==> config.mk <==
export PLATFORM = sky130hd
export DESIGN_NAME = sfsr_status_fault
export DESIGN_NICKNAME = d
export VERILOG_FILES = /design/src/include/sfsr_pkg.sv /design/src/hw/sfsr_settle_timer.sv /design/src/hw/sfsr_char_guard.sv /design/src/hw/sfsr_status_fault.sv
export VERILOG_INCLUDE_DIRS = /design/src /design/src/include
export SDC_FILE = /design/constraint.sdc
export NUM_CORES = 1
export LEC_CHECK = 0
export BUFFER_PORTS_ARGS = -buffer_cell sky130_fd_sc_hd__buf_2
export CAP_MARGIN = 0
export CORE_ASPECT_RATIO = 1.75
export CORE_MARGIN = 3
export CORE_UTILIZATION = 45
export DETAILED_ROUTE_END_ITERATION = 10
export PLACE_DENSITY = 0.69
export SYNTH_ARGS = -nofsm -noshare
export SYNTH_HDL_FRONTEND = slang
export SYNTH_SLANG_ARGS = --single-unit
==> constraint.sdc <==
create_clock -name core_clk_i -period 3.6 [get_ports core_clk_i]
set_clock_uncertainty 0.05 [all_clocks]
set_input_delay 0.72 -clock core_clk_i [delete_from_list [all_inputs] [get_ports core_clk_i]]
set_output_delay 0.72 -clock core_clk_i [all_outputs]
set_load 0.05 [all_outputs]
==> src/include/sfsr_regs.svh <==
/*
 * register map, field positions and timing counts of the status/fault block.
 * assumes byte addresses on a 32-bit Avalon-MM slave port.
 */
`ifndef SFSR_REGS_SVH
`define SFSR_REGS_SVH

// ----------------------------------------
// register offsets
// ----------------------------------------
`define SFSR_OFF_LIVE   5'h00
`define SFSR_OFF_STICKY 5'h04
`define SFSR_OFF_ENABLE 5'h08
`define SFSR_OFF_FAULT  5'h0C
`define SFSR_OFF_CTRL   5'h10
`define SFSR_OFF_SPOLL  5'h14
`define SFSR_OFF_CODE   5'h18
`define SFSR_OFF_TEST   5'h1C

// ----------------------------------------
// fields and reset values
// ----------------------------------------
`define SFSR_CTRL_SRQ_EN   0
`define SFSR_CTRL_REINIT   1
`define SFSR_COND_PROG     7
`define SFSR_SP_POWERUP    1
`define SFSR_SP_PROG       2
`define SFSR_SP_SUMMARY    3
`define SFSR_SP_RQS        6
`define SFSR_TEST_SUBSET   8
`define SFSR_CODE_NONE     4'h0
`define SFSR_CODE_NOQUERY  4'h8
`define SFSR_ENABLE_RST    9'h000
`define SFSR_TERM_CHAR     8'h0A

// ----------------------------------------
// timing
// ----------------------------------------
`define SFSR_SETTLE_MS     500
`define SFSR_CLK_KHZ       50000
`define SFSR_SETTLE_CYC    (`SFSR_SETTLE_MS * `SFSR_CLK_KHZ)

`endif

==> src/include/sfsr_pkg.sv <==
/*
 * types shared by the status/fault block.
 * assumes nothing beyond a SystemVerilog compiler.
 */
package sfsr_pkg;

    typedef logic [8:0] sfsr_cond_t;

    typedef enum logic [1:0] {
        SFSR_IDLE   = 2'b00,
        SFSR_SETTLE = 2'b01,
        SFSR_ACK    = 2'b10
    } sfsr_state_e;

endpackage : sfsr_pkg

==> src/hw/sfsr_settle_timer.sv <==
/*
 * settle timer: busy for a fixed number of cycles after a start pulse.
 * assumes start only arrives while idle.
 */
`timescale 1ns/10ps
module sfsr_settle_timer #(
    parameter int CYC = 25000000
) (
    // clock and reset
    input  wire logic core_clk_i,
    input  wire logic rstn_i,
    // control
    input  wire logic start_i,
    output logic      done_o
);
    localparam int W = $clog2(CYC + 1);
    logic [W-1:0] cnt_q;
    logic [W-1:0] cnt_d;
    logic         run_q;
    logic         last_w;

    assign last_w = run_q && (cnt_q == W'(1));
    assign cnt_d  = start_i ? W'(CYC) :
                    run_q   ? cnt_q - W'(1) : cnt_q;

    always_ff @(posedge core_clk_i or negedge rstn_i) begin
        if (!rstn_i) begin
            cnt_q  <= '0;
            run_q  <= 1'b0;
            done_o <= 1'b0;
        end else begin
            cnt_q  <= cnt_d;
            run_q  <= start_i | (run_q & ~last_w);
            done_o <= last_w;
        end
    end

endmodule : sfsr_settle_timer

==> src/hw/sfsr_char_guard.sv <==
/*
 * command character gate: after a parse fault drops characters up to the
 * next terminator. assumes one character per valid cycle from the bus side.
 */
`timescale 1ns/10ps
`include "sfsr_regs.svh"
module sfsr_char_guard (
    // clock and reset
    input  wire logic       core_clk_i,
    input  wire logic       rstn_i,
    // incoming characters
    input  wire logic       chr_valid_i,
    input  wire logic [7:0] chr_data_i,
    input  wire logic       chr_eoi_i,
    // parser feedback
    input  wire logic       parse_fault_i,
    // filtered characters
    output logic            chr_valid_o,
    output logic [7:0]      chr_data_o,
    output logic            flush_o
);
    logic drop_q;
    logic term_w;

    assign term_w = chr_valid_i &&
                    (chr_eoi_i || chr_data_i == `SFSR_TERM_CHAR);

    always_ff @(posedge core_clk_i or negedge rstn_i) begin
        if (!rstn_i) begin
            drop_q      <= 1'b0;
            chr_valid_o <= 1'b0;
            chr_data_o  <= 8'h00;
            flush_o     <= 1'b0;
        end else begin
            // a fault in the terminator's own cycle still drops onward
            drop_q      <= parse_fault_i | (drop_q & ~term_w);
            chr_valid_o <= chr_valid_i & ~drop_q & ~parse_fault_i;
            chr_data_o  <= chr_data_i;
            flush_o     <= parse_fault_i;
        end
    end

endmodule : sfsr_char_guard

==> src/hw/sfsr_status_fault.sv <==
/*
 * status reporting and fault signalling block: live, sticky, enable and
 * fault registers, serial poll byte, service request, programming fault
 * code, clear sequence and self-test entry, over an Avalon-MM slave.
 * assumes condition inputs synchronous to core_clk_i; text parsing of
 * commands sits outside and talks through the character and fault ports.
 */
// Register access over Avalon-MM and the register offsets were decided locally.
// How it works
// - nine live condition bits, weights one to 256
// - sticky bit remembers any one since read
// - sticky read reloads sticky from live
// - enabled condition rise sets fault bit
// - any fault bit sets summary poll bit
// - enabling already-true condition sets fault bit
// - enable write takes weight sum; zero clears
// - name list, comma separated, any order
// - enable mask never alters live conditions
// - enable query returns mask weight sum
// - fault read returns sum, then clears
// - request raised on summary bit rising
// - request-enable (control) query answers flag as 0/1
// - power-on request by switch; power-up poll bit set at reset
// - clear restores power-on state, presets kept; here power-up poll bit is cleared and self-test result kept
// - clear completes only after settle time
// - parse fault sets bit, lamp, poll
// - after fault drop characters until terminator
// - fault code query returns 0 to 8
// - codes one to four for syntax faults
// - codes five to seven for range faults
// - talk without query records code eight
// - self-test subset follows output enable
`timescale 1ns/10ps
`include "sfsr_regs.svh"
module sfsr_status_fault #(
    parameter int SETTLE_CYC = `SFSR_SETTLE_CYC
) (
    // clock and reset
    input  wire logic              core_clk_i,
    input  wire logic              rstn_i,
    // avalon-mm slave
    input  wire logic [4:0]        avs_address_i,
    input  wire logic              avs_read_i,
    input  wire logic              avs_write_i,
    input  wire logic [31:0]       avs_writedata_i,
    input  wire logic [3:0]        avs_byteenable_i,
    output logic [31:0]            avs_readdata_o,
    output logic                   avs_waitrequest_o,
    // instrument conditions
    input  wire sfsr_pkg::sfsr_cond_t cond_i,
    input  wire logic              out_en_i,
    input  wire logic              pon_srq_sw_i,
    input  wire logic              dev_clear_i,
    // command characters and parser
    input  wire logic              chr_valid_i,
    input  wire logic [7:0]        chr_data_i,
    input  wire logic              chr_eoi_i,
    input  wire logic              parse_fault_i,
    input  wire logic [3:0]        parse_code_i,
    input  wire logic              talk_no_query_i,
    output logic                   chr_valid_o,
    output logic [7:0]             chr_data_o,
    output logic                   flush_o,
    // self test
    input  wire logic [4:0]        test_code_i,
    output logic                   test_run_o,
    output logic                   test_subset_o,
    // bus and panel
    output logic                   srq_o,
    output logic                   fault_led_o,
    output logic                   reinit_o
);
    import sfsr_pkg::*;

    // ----------------------------------------
    // state
    // ----------------------------------------
    sfsr_state_e state_q;
    sfsr_state_e state_d;
    sfsr_cond_t  sticky_q;
    sfsr_cond_t  enable_q;
    sfsr_cond_t  fault_q;
    sfsr_cond_t  live_prev_q;
    sfsr_cond_t  enable_prev_q;
    logic        err_q;
    logic [3:0]  code_q;
    logic        srq_en_q;
    logic        powerup_q;
    logic        pon_arm_q;
    logic        sum_prev_q;
    logic [4:0]  test_res_q;
    logic        test_q;
    logic        own_bus_q;
    logic        clr_pend_q;

    // ----------------------------------------
    // bus decode
    // ----------------------------------------
    logic        req_w;
    logic        acc_w;
    logic        wr_acc_w;
    logic        rd_acc_w;
    logic        be0_w;
    logic        hit_ctrl_w;
    logic        hit_test_w;
    logic        start_reinit_w;
    logic        start_test_w;
    logic        take_clr_w;
    logic        start_w;
    logic        done_w;
    logic [31:0] rd_mux_w;

    assign req_w    = avs_read_i | avs_write_i;
    assign acc_w    = (state_q == SFSR_ACK) && req_w;
    assign wr_acc_w = acc_w && avs_write_i;
    assign rd_acc_w = acc_w && avs_read_i;
    assign be0_w    = avs_byteenable_i[0];

    assign hit_ctrl_w = avs_address_i == `SFSR_OFF_CTRL;
    assign hit_test_w = avs_address_i == `SFSR_OFF_TEST;

    assign take_clr_w = (state_q == SFSR_IDLE) && clr_pend_q;
    assign start_reinit_w = take_clr_w ||
        ((state_q == SFSR_IDLE) && avs_write_i && hit_ctrl_w && be0_w &&
         avs_writedata_i[`SFSR_CTRL_REINIT]);
    assign start_test_w = !take_clr_w && (state_q == SFSR_IDLE) &&
        avs_write_i && hit_test_w && be0_w;
    assign start_w = start_reinit_w | start_test_w;

    // ----------------------------------------
    // live conditions and fault events
    // ----------------------------------------
    sfsr_cond_t live_w;
    sfsr_cond_t fset_w;
    sfsr_cond_t fclr_w;
    sfsr_cond_t sticky_d;
    sfsr_cond_t enable_d;
    sfsr_cond_t fault_d;
    logic       sum_w;
    logic       sticky_ld_w;
    logic       fault_rd_w;
    logic       enable_wr_w;
    logic [7:0] spoll_w;

    // programming fault bit comes from the parser, never from the mask
    assign live_w = {cond_i[8], err_q, cond_i[6:0]};

    // mask or condition change both qualify, so enabling late still fires
    assign fset_w = live_w & enable_q &
                    ~(live_prev_q & enable_prev_q);

    assign sticky_ld_w = rd_acc_w &&
                         avs_address_i == `SFSR_OFF_STICKY;
    assign sticky_d    = sticky_ld_w ? live_w
                                     : sticky_q | live_w;

    // only bits the answer carried are cleared
    assign fault_rd_w = rd_acc_w &&
                        avs_address_i == `SFSR_OFF_FAULT;
    assign fclr_w  = fault_rd_w ? avs_readdata_o[8:0] : '0;
    assign fault_d = (fault_q & ~fclr_w) | fset_w;

    // weight sum equals the binary value; any name order ors the same bits
    assign enable_wr_w = wr_acc_w &&
                         avs_address_i == `SFSR_OFF_ENABLE;
    assign enable_d = {avs_byteenable_i[1] ? avs_writedata_i[8]
                                           : enable_q[8],
                       be0_w ? avs_writedata_i[7:0]
                             : enable_q[7:0]};

    assign sum_w = |fault_q;

    assign spoll_w = (8'h01 << `SFSR_SP_RQS) & {8{srq_o}} |
                     (8'h01 << `SFSR_SP_SUMMARY) & {8{sum_w}} |
                     (8'h01 << `SFSR_SP_PROG) & {8{err_q}} |
                     (8'h01 << `SFSR_SP_POWERUP) & {8{powerup_q}};

    // ----------------------------------------
    // read data
    // ----------------------------------------
    assign rd_mux_w =
        (avs_address_i == `SFSR_OFF_LIVE)   ? {23'h0, live_w}   :
        (avs_address_i == `SFSR_OFF_STICKY) ? {23'h0, sticky_q | live_w} :
        (avs_address_i == `SFSR_OFF_ENABLE) ? {23'h0, enable_q} :
        (avs_address_i == `SFSR_OFF_FAULT)  ? {23'h0, fault_q}  :
        hit_ctrl_w ? {31'h0, srq_en_q}                          :
        (avs_address_i == `SFSR_OFF_SPOLL)  ? {24'h0, spoll_w}  :
        (avs_address_i == `SFSR_OFF_CODE)   ? {28'h0, code_q}   :
        hit_test_w ? {23'h0, test_subset_o, 3'h0, test_res_q}   :
        32'h0;

    // ----------------------------------------
    // handshake sequencer
    // ----------------------------------------
    always_comb begin
        state_d = state_q;
        case (state_q)
            SFSR_IDLE: begin
                if (start_w) begin
                    state_d = SFSR_SETTLE;
                end else if (req_w) begin
                    state_d = SFSR_ACK;
                end
            end
            SFSR_SETTLE: begin
                // bus write stays stalled until circuits settle
                if (done_w) begin
                    state_d = own_bus_q ? SFSR_ACK : SFSR_IDLE;
                end
            end
            SFSR_ACK: begin
                state_d = SFSR_IDLE;
            end
            default: begin
                state_d = SFSR_IDLE;
            end
        endcase
    end

    sfsr_settle_timer #(
        .CYC (SETTLE_CYC)
    ) u_timer (
        .core_clk_i (core_clk_i),
        .rstn_i     (rstn_i),
        .start_i    (start_w),
        .done_o     (done_w)
    );

    sfsr_char_guard u_guard (
        .core_clk_i    (core_clk_i),
        .rstn_i        (rstn_i),
        .chr_valid_i   (chr_valid_i),
        .chr_data_i    (chr_data_i),
        .chr_eoi_i     (chr_eoi_i),
        .parse_fault_i (parse_fault_i),
        .chr_valid_o   (chr_valid_o),
        .chr_data_o    (chr_data_o),
        .flush_o       (flush_o)
    );

    // ----------------------------------------
    // bus side flops
    // ----------------------------------------
    always_ff @(posedge core_clk_i or negedge rstn_i) begin
        if (!rstn_i) begin
            state_q           <= SFSR_IDLE;
            avs_waitrequest_o <= 1'b1;
            avs_readdata_o    <= 32'h0;
            own_bus_q         <= 1'b0;
            clr_pend_q        <= 1'b0;
        end else begin
            state_q           <= state_d;
            avs_waitrequest_o <= state_d != SFSR_ACK;
            if (state_d == SFSR_ACK) begin
                avs_readdata_o <= rd_mux_w;
            end
            if (start_w) begin
                own_bus_q <= !take_clr_w;
            end
            clr_pend_q <= dev_clear_i | (clr_pend_q & ~take_clr_w);
        end
    end

    // ----------------------------------------
    // status and fault registers
    // ----------------------------------------
    always_ff @(posedge core_clk_i or negedge rstn_i) begin
        if (!rstn_i) begin
            sticky_q      <= '0;
            enable_q      <= `SFSR_ENABLE_RST;
            fault_q       <= '0;
            live_prev_q   <= '0;
            enable_prev_q <= `SFSR_ENABLE_RST;
            sum_prev_q    <= 1'b0;
        end else if (start_reinit_w) begin
            // presets live elsewhere and are untouched here
            sticky_q      <= live_w;
            enable_q      <= `SFSR_ENABLE_RST;
            fault_q       <= '0;
            live_prev_q   <= live_w;
            enable_prev_q <= `SFSR_ENABLE_RST;
            sum_prev_q    <= 1'b0;
        end else begin
            sticky_q      <= sticky_d;
            enable_q      <= enable_wr_w ? enable_d : enable_q;
            fault_q       <= fault_d;
            live_prev_q   <= live_w;
            enable_prev_q <= enable_q;
            sum_prev_q    <= sum_w;
        end
    end

    // ----------------------------------------
    // programming fault code
    // ----------------------------------------
    logic code_rd_w;
    assign code_rd_w = rd_acc_w && avs_address_i == `SFSR_OFF_CODE;

    always_ff @(posedge core_clk_i or negedge rstn_i) begin
        if (!rstn_i) begin
            err_q  <= 1'b0;
            code_q <= `SFSR_CODE_NONE;
        end else if (start_reinit_w) begin
            err_q  <= 1'b0;
            code_q <= `SFSR_CODE_NONE;
        end else if (talk_no_query_i) begin
            err_q  <= 1'b1;
            code_q <= `SFSR_CODE_NOQUERY;
        end else if (parse_fault_i) begin
            // codes 1..7 are classified by the parser
            err_q  <= 1'b1;
            code_q <= parse_code_i;
        end else if (code_rd_w) begin
            err_q  <= 1'b0;
        end
    end

    // ----------------------------------------
    // service request
    // ----------------------------------------
    logic srq_set_w;
    logic srq_clr_w;
    logic ctrl_wr_w;

    assign ctrl_wr_w = wr_acc_w && hit_ctrl_w && be0_w;
    assign srq_set_w = (srq_en_q && sum_w && !sum_prev_q)
                     || (pon_arm_q && pon_srq_sw_i);
    assign srq_clr_w = rd_acc_w &&
                       avs_address_i == `SFSR_OFF_SPOLL;

    always_ff @(posedge core_clk_i or negedge rstn_i) begin
        if (!rstn_i) begin
            srq_en_q  <= 1'b0;
            powerup_q <= 1'b1;
            pon_arm_q <= 1'b1;
            srq_o     <= 1'b0;
        end else if (start_reinit_w) begin
            srq_en_q  <= 1'b0;
            powerup_q <= 1'b0;
            pon_arm_q <= 1'b0;
            srq_o     <= 1'b0;
        end else begin
            if (ctrl_wr_w) begin
                srq_en_q <= avs_writedata_i[`SFSR_CTRL_SRQ_EN];
            end
            // switch sampled once, first edge after reset release
            pon_arm_q <= 1'b0;
            srq_o     <= srq_set_w | (srq_o & ~srq_clr_w);
        end
    end

    // ----------------------------------------
    // self test and panel
    // ----------------------------------------
    always_ff @(posedge core_clk_i or negedge rstn_i) begin
        if (!rstn_i) begin
            test_q        <= 1'b0;
            test_run_o    <= 1'b0;
            test_subset_o <= 1'b0;
            test_res_q    <= 5'h00;
            fault_led_o   <= 1'b0;
            reinit_o      <= 1'b0;
        end else begin
            if (start_test_w) begin
                test_q        <= 1'b1;
                test_run_o    <= 1'b1;
                test_subset_o <= out_en_i;
            end else if (start_reinit_w) begin
                reinit_o <= 1'b1;
            end else if (done_w) begin
                if (test_q) begin
                    test_res_q <= test_code_i;
                end
                test_q     <= 1'b0;
                test_run_o <= 1'b0;
                reinit_o   <= 1'b0;
            end
            fault_led_o <= live_w[`SFSR_COND_PROG];
        end
    end

endmodule : sfsr_status_fault

==> impl_metrics.json, run 1 <==
{
  "setup_viol": 0,
  "fin_ws_ps": 800,
  "initial_core_util_pct": 46.3,
  "drv_cap": 0,
  "hold_ws_ps": 310,
  "clockRootBuffer": "clkbuf_16",
  "stdcell_count": 708,
  "hpwl_um": 9040,
  "grt_overflow": 0,
  "crit_chain": "or4_4 -> or4_1 -> buf_4 -> or3_1 -> or4b_1 -> a21o_1",
  "dpl_cell_area_mm2": 0.00568,
  "wl_per_cell_um": 18.1,
  "syn_inst": 479,
  "cts_resized": 0,
  "synth_ff_type": "dfrtp_1",
  "postCtsSetupRepairBufs": 0,
  "vdd_ir_drop_max_uv": 372,
  "grt_pass1_vias": 4166,
  "antenna_cells": 0,
  "yosys_warnings": 0,
  "io_pins": 126,
  "drive_above_1_share_pct": 26.0,
  "ant_nets": 0,
  "fin_area_mm2": 0.00630,
  "die_area_mm2": 0.0129,
  "synth_cell_types": 50,
  "area_growth_pct": 21.1,
  "cellPowerDensity_mw_per_mm2": 521,
  "via_per_inst": 5.58,
  "drc": 0,
  "h-tree-depth": 4,
  "crit_required_ps": 3850,
  "wirelength_um": 12800,
  "final_hold_viol_count": 0,
  "async_reset_ff_share_pct": 100,
  "post-route-min-period_ps": 2800,
  "maxSlewViolCount": 0,
  "grtUsageMet1_pct": 22.4,
  "die_x_um": 87.3,
  "clk_pin_slew_ps": 50,
  "cts.sinks": 115,
  "use_met2_pct": 37.7,
  "rsz0062_at_grt": "false",
  "dp_slack_ps": 634,
  "fin_util_pct": 56.1,
  "num_vias": 3949,
  "power.total_mw": 3.28,
  "max_slew_margin_pct": 45.6,
  "crit_type": "register to register",
  "layout_common_cells": "112 x dfrtp_1, 75 x buf_2, 48 x nor2_1",
  "tightest_slew_ps": 795,
  "grt_max_degree": 62,
  "portBuffers": 76,
  "cts_tree": "done",
  "numCtsBuffers": 17,
  "cp-end-kind": "register",
  "leakage_nw": 2.90,
  "hold_buffers": 0,
  "gp_congestion": 0.914,
  "netlist_area_mm2": 0.00520,
  "nNetsFinal": 643,
  "outcome": "finished, final reports clean",
  "hold_path_class": "primary input to async pin",
  "post-route-period-util_pct": 77.8,
  "cp_max_fo": 11,
  "synth-seq-cells": 115,
  "final_common_cell": "dfrtp_1",
  "start_kind": "register",
  "max_freq_ghz": 0.357,
  "fp.dieH_um": 148,
  "num_rows": 51,
  "first_pass_iters": 4,
  "synth.yosys.seq_area_share_pct": 55.4,
  "critPathMaxStageDelay_ps": 570,
  "synth_edf_count": 0,
  "grt_pass1_wl_um": 20700,
  "dp_cells": 676,
  "core-area_mm2": 0.0112,
  "crit_slowest_cell": "or4_4",
  "arrival_ps": 3060,
  "clockBufferDepth": 2,
  "grt_util_met3_pct": 5.65,
  "avgSynthCellArea_um2": 10.9,
  "drt_iter0_drc": 208,
  "clock_latency_ps": 410,
  "grtUsageTotal_pct": 21.3,
  "tns_ps": 0,
  "busiest_layer": "met2",
  "antenna_found_initial": 0
}
-- report_power, final --
| group | switching (mW) | total (mW) | internal (mW) | leakage [nW] |
|---|---|---|---|---|
| registers | 0.00795 | 1.32 | 1.31 | 1.39 |
| logic | 0.162 | 0.212 | 0.0492 | 1.21 |
| clock network | 0.595 | 1.75 | 1.16 | 0.297 |
-- layer usage --
layer	share of wire, %	vias to the layer above
li1	-	1838
met1	37	1960
met2	56	118
met3	4.5	33
met4	3.3	0
met5	0	-
-- cell families (layout without fill, tap and decap cells) --
| group | Yosys count | after routing | synth area share [%] |
|---|---|---|---|
| AO/OA/AOI/OAI | 78 | 78 | 10.9 |
| AND/OR/NAND/NOR | 175 | 175 | 17.2 |
| multiplexers | 32 | 32 | 6.52 |
| XOR/XNOR | 23 | 23 | 3.87 |
| adder cells (fa/ha/maj) | 2 | 2 | 0.481 |
| flip-flops | 115 | 115 | 55.4 |
| buffers and inverters | 53 | 127 | 5.49 |
| other | 1 | 24 | 0.0721 |
-- path summary, 6_finish.rpt --
path | slack, ps | cells past startpoint | end | startpoint
worst max-delay path | 800 | 6 | u_timer.run_q | u_timer.cnt_q[11]
worst min-delay path | 310 | 1 | u_guard.chr_data_o[5] | rstn_i
worst max register to register | 800 | 6 | u_timer.run_q | u_timer.cnt_q[11]
worst min register to register | 380 | 1 | u_guard.chr_valid_o | u_guard.drop_q
max in group asynchronous | 2360 | 2 | avs_waitrequest_o | rstn_i
min in group core_clk_i | 370 | 1 | u_guard.chr_data_o[5] | chr_data_i[5]
-- synthesized netlist by cell type, types with 3 or more instances --
cell type  count  area share (%)
nor4_1        16             1.9
or3_1          8            0.96
a21oi_1       15             1.4
nor3b_1        3            0.43
a2bb2oi_1      4            0.67
nand2b_1      10             1.2
a21o_1         3            0.43
mux2i_1       17             3.3
a31o_2         9             1.5
o21ai_0       10            0.96
nor2_1        48             3.5
nand3_1        4            0.39
nand2_1       39             2.8
a211oi_1       7             1.0
dfstp_2        3             1.5
a221oi_1       4            0.67
or3b_2         3            0.51
buf_4         23             3.3
nor3_1        13             1.3
and2_1        11             1.3
inv_1          7            0.51
mux2_2        15             3.2
a32oi_1        9             1.5
or4_1          8             1.2
clkbuf_1      23             1.7
o21a_1         4            0.58
dfrtp_1      112              54
xnor2_1       21             3.5
-- area by class of cell --
cell class	instances	area, um2
clock buffer	19	433
clock inverter	13	185
fill	963	4930
inverter	7	26.3
multi-input combinational	334	2120
sequential	115	2880
tap	132	165
timing repair buffer	88	485
-- registers in the layout, summed over array words and instances, names as in the netlist, 2 cells and up --
register / count
state_q: 2
fault_q: 9
u_guard.chr_data_o: 8
u_timer.cnt_q: 25
code_q: 4
sticky_q: 9
enable_prev_q: 9
live_prev_q: 9
avs_readdata_o: 9
enable_q: 9
test_res_q: 5
-- critical path, delay by kind of cell, from the launching register on --
kind / cells / cell delay [ps]
compound gates: 1 / 190
buf+inv: 1 / 190
flops: 1 / 390
simple gates: 4 / 1870
No activity file was read; power rests on OpenSTA's default activity.
==> run 2, diff against run 1 <==
--- a/config.mk
+++ b/config.mk
@@ -12,7 +12,7 @@
 export CORE_MARGIN = 3
 export CORE_UTILIZATION = 45
 export DETAILED_ROUTE_END_ITERATION = 10
-export PLACE_DENSITY = 0.69
+export PLACE_DENSITY = 0.72
 export SYNTH_ARGS = -nofsm -noshare
 export SYNTH_HDL_FRONTEND = slang
 export SYNTH_SLANG_ARGS = --single-unit
==> constraint.sdc (replaced) <==
create_clock -name core_clk_i -period 2.3 [get_ports core_clk_i]
set_clock_uncertainty 0.05 [all_clocks]
set_input_delay 0.46 -clock core_clk_i [delete_from_list [all_inputs] [get_ports core_clk_i]]
set_output_delay 0.46 -clock core_clk_i [all_outputs]
set_load 0.05 [all_outputs]
==> impl_metrics.json, run 2 (same netlist as run 1, synthesis figures left out) <==
{
  "outcome": "finished, violations left",
  "violations": "negative setup slack",
  "post-route-period-util_pct": 108,
  "maxSlewViolCount": 0,
  "cellPowerDensity_mw_per_mm2": 767,
  "drv_cap": 0,
  "via_per_inst": 5.53,
  "ant_nets": 0,
  "grt_pass1_vias": 4364,
  "wl_per_cell_um": 18.2,
  "gp_congestion": 0.914,
  "tightest_slew_ps": 669,
  "hpwl_um": 9350,
  "fp.dieH_um": 148,
  "rsz0062_at_grt": "true",
  "grt_pass1_wl_um": 21900,
  "drt_iter0_drc": 212,
  "die_area_mm2": 0.0129,
  "final_hold_viol_count": 0,
  "hold_buffers": 0,
  "grt_overflow": 0,
  "tns_ps": -273,
  "numCtsBuffers": 17,
  "wirelength_um": 13500,
  "cts.sinks": 115,
  "grt_max_degree": 116,
  "grtUsageTotal_pct": 22.3,
  "nNetsFinal": 678,
  "num_vias": 4106,
  "crit_required_ps": 2560,
  "clockBufferDepth": 2,
  "h-tree-depth": 4,
  "clockRootBuffer": "clkbuf_16",
  "hold_path_class": "primary input to async pin",
  "largest_register_ffs": 25,
  "area_growth_pct": 29.7,
  "vdd_ir_drop_max_uv": 865,
  "layout_common_cells": "112 x dfrtp_1, 75 x buf_2, 47 x nor2_1",
  "fin_ws_ps": -175,
  "regMostFlops": "u_timer.cnt_q",
  "clk_pin_slew_ps": 60,
  "cp_max_fo": 2,
  "num_rows": 51,
  "timing.reg2reg.setup_slack_ps": -170,
  "post-route-min-period_ps": 2470,
  "drc": 0,
  "crit_type": "register to register",
  "die_x_um": 87.3,
  "antenna_cells": 0,
  "first_pass_iters": 4,
  "portBuffers": 76,
  "setup_viol": 3,
  "start_kind": "register",
  "antenna_found_initial": 0,
  "max_slew_margin_pct": 55.4,
  "drive_above_1_share_pct": 33.2,
  "fin_util_pct": 60.0,
  "final_common_cell": "dfrtp_1",
  "cp-end-kind": "register",
  "r2r-start": "u_timer.cnt_q[11]",
  "io_pins": 126,
  "arrival_ps": 2730,
  "clock_latency_ps": 420,
  "worstSetupStartpoint": "u_timer.cnt_q[11]",
  "initial_core_util_pct": 46.3,
  "max_freq_ghz": 0.404,
  "leakage_nw": 3.17,
  "cts_tree": "done",
  "core-area_mm2": 0.0112
}
[run 2: changes by cell type in the layout (fill, tap and decap cells not counted), moves of 4 or more]
cell    change
or4_4       +4
or4_1       -4
buf_4      +31
nor4_1      -8
nor4_4      +6
[run 2: critical path, stage by stage, from the launching register on]
cell and delay [ps]:
dfrtp_1 380, or4_4 530, or4_4 420, or3_1 320, or4b_4 500, a21o_1 170
[run 2: repair_timing]
item / in CTS / in global routing
resized for setup: 17 / 6
pin swaps: 6 / 13
endpoints found under the setup margin: 8 / 13
buffers inserted: 1 / 1
hold endpoints to repair: 0 / 0
[run 2: stage by stage]
stage | instances | hold WS, ps | power [mW] | worst slack (ps) | area, um2
CTS | 742 | 97.9 | 5.21 | -224 | 6710
finish | 743 | 29.0 | 5.17 | -175 | 6740
global placement | 709 | 367 | 2.44 | -248 | 5970
detailed placement | 709 | 375 | 2.45 | -260 | 5970
global route | 743 | 96.3 | 5.34 | -226 | 6740
floorplan | 502 | 114 | 2.33 | -229 | 5290
[run 2: final cells by class]
class,count,area [um2]
repair buffers,123,790
clock inverters,14,185
clock buffers,18,439
fillers,896,4490
inverters,7,26.3
multi-input cells,334,2260
well taps,132,165
flip-flops and latches,115,2880
[run 2: worst paths after layout]
| path | end | depth (start not counted) |
|---|---|---|
| worst max-delay path | u_timer.run_q | 5 |
| worst min-delay path | enable_q[5] | 2 |
| worst max register to register | u_timer.run_q | 5 |
| worst min register to register | u_guard.chr_valid_o | 1 |
| max in group asynchronous | avs_readdata_o[0] | 2 |
| min in group core_clk_i | u_guard.chr_data_o[2] | 1 |
[run 2: power breakdown]
part           switching, mW  internal, mW  total (mW)
logic                  0.257        0.0908       0.348
registers             0.0125          2.05        2.07
clock network          0.927          1.83        2.76
total                   1.20          3.98        5.17
[run 2: layer usage]
metal / vias up / track usage (%) / routed length, um
met5: - / 0 / 0
met4: 0 / 12.5 / 524
met3: 37 / 5.71 / 614
met2: 133 / 40.2 / 7650
met1: 2038 / 22.4 / 4720
li1: 1898 / - / -
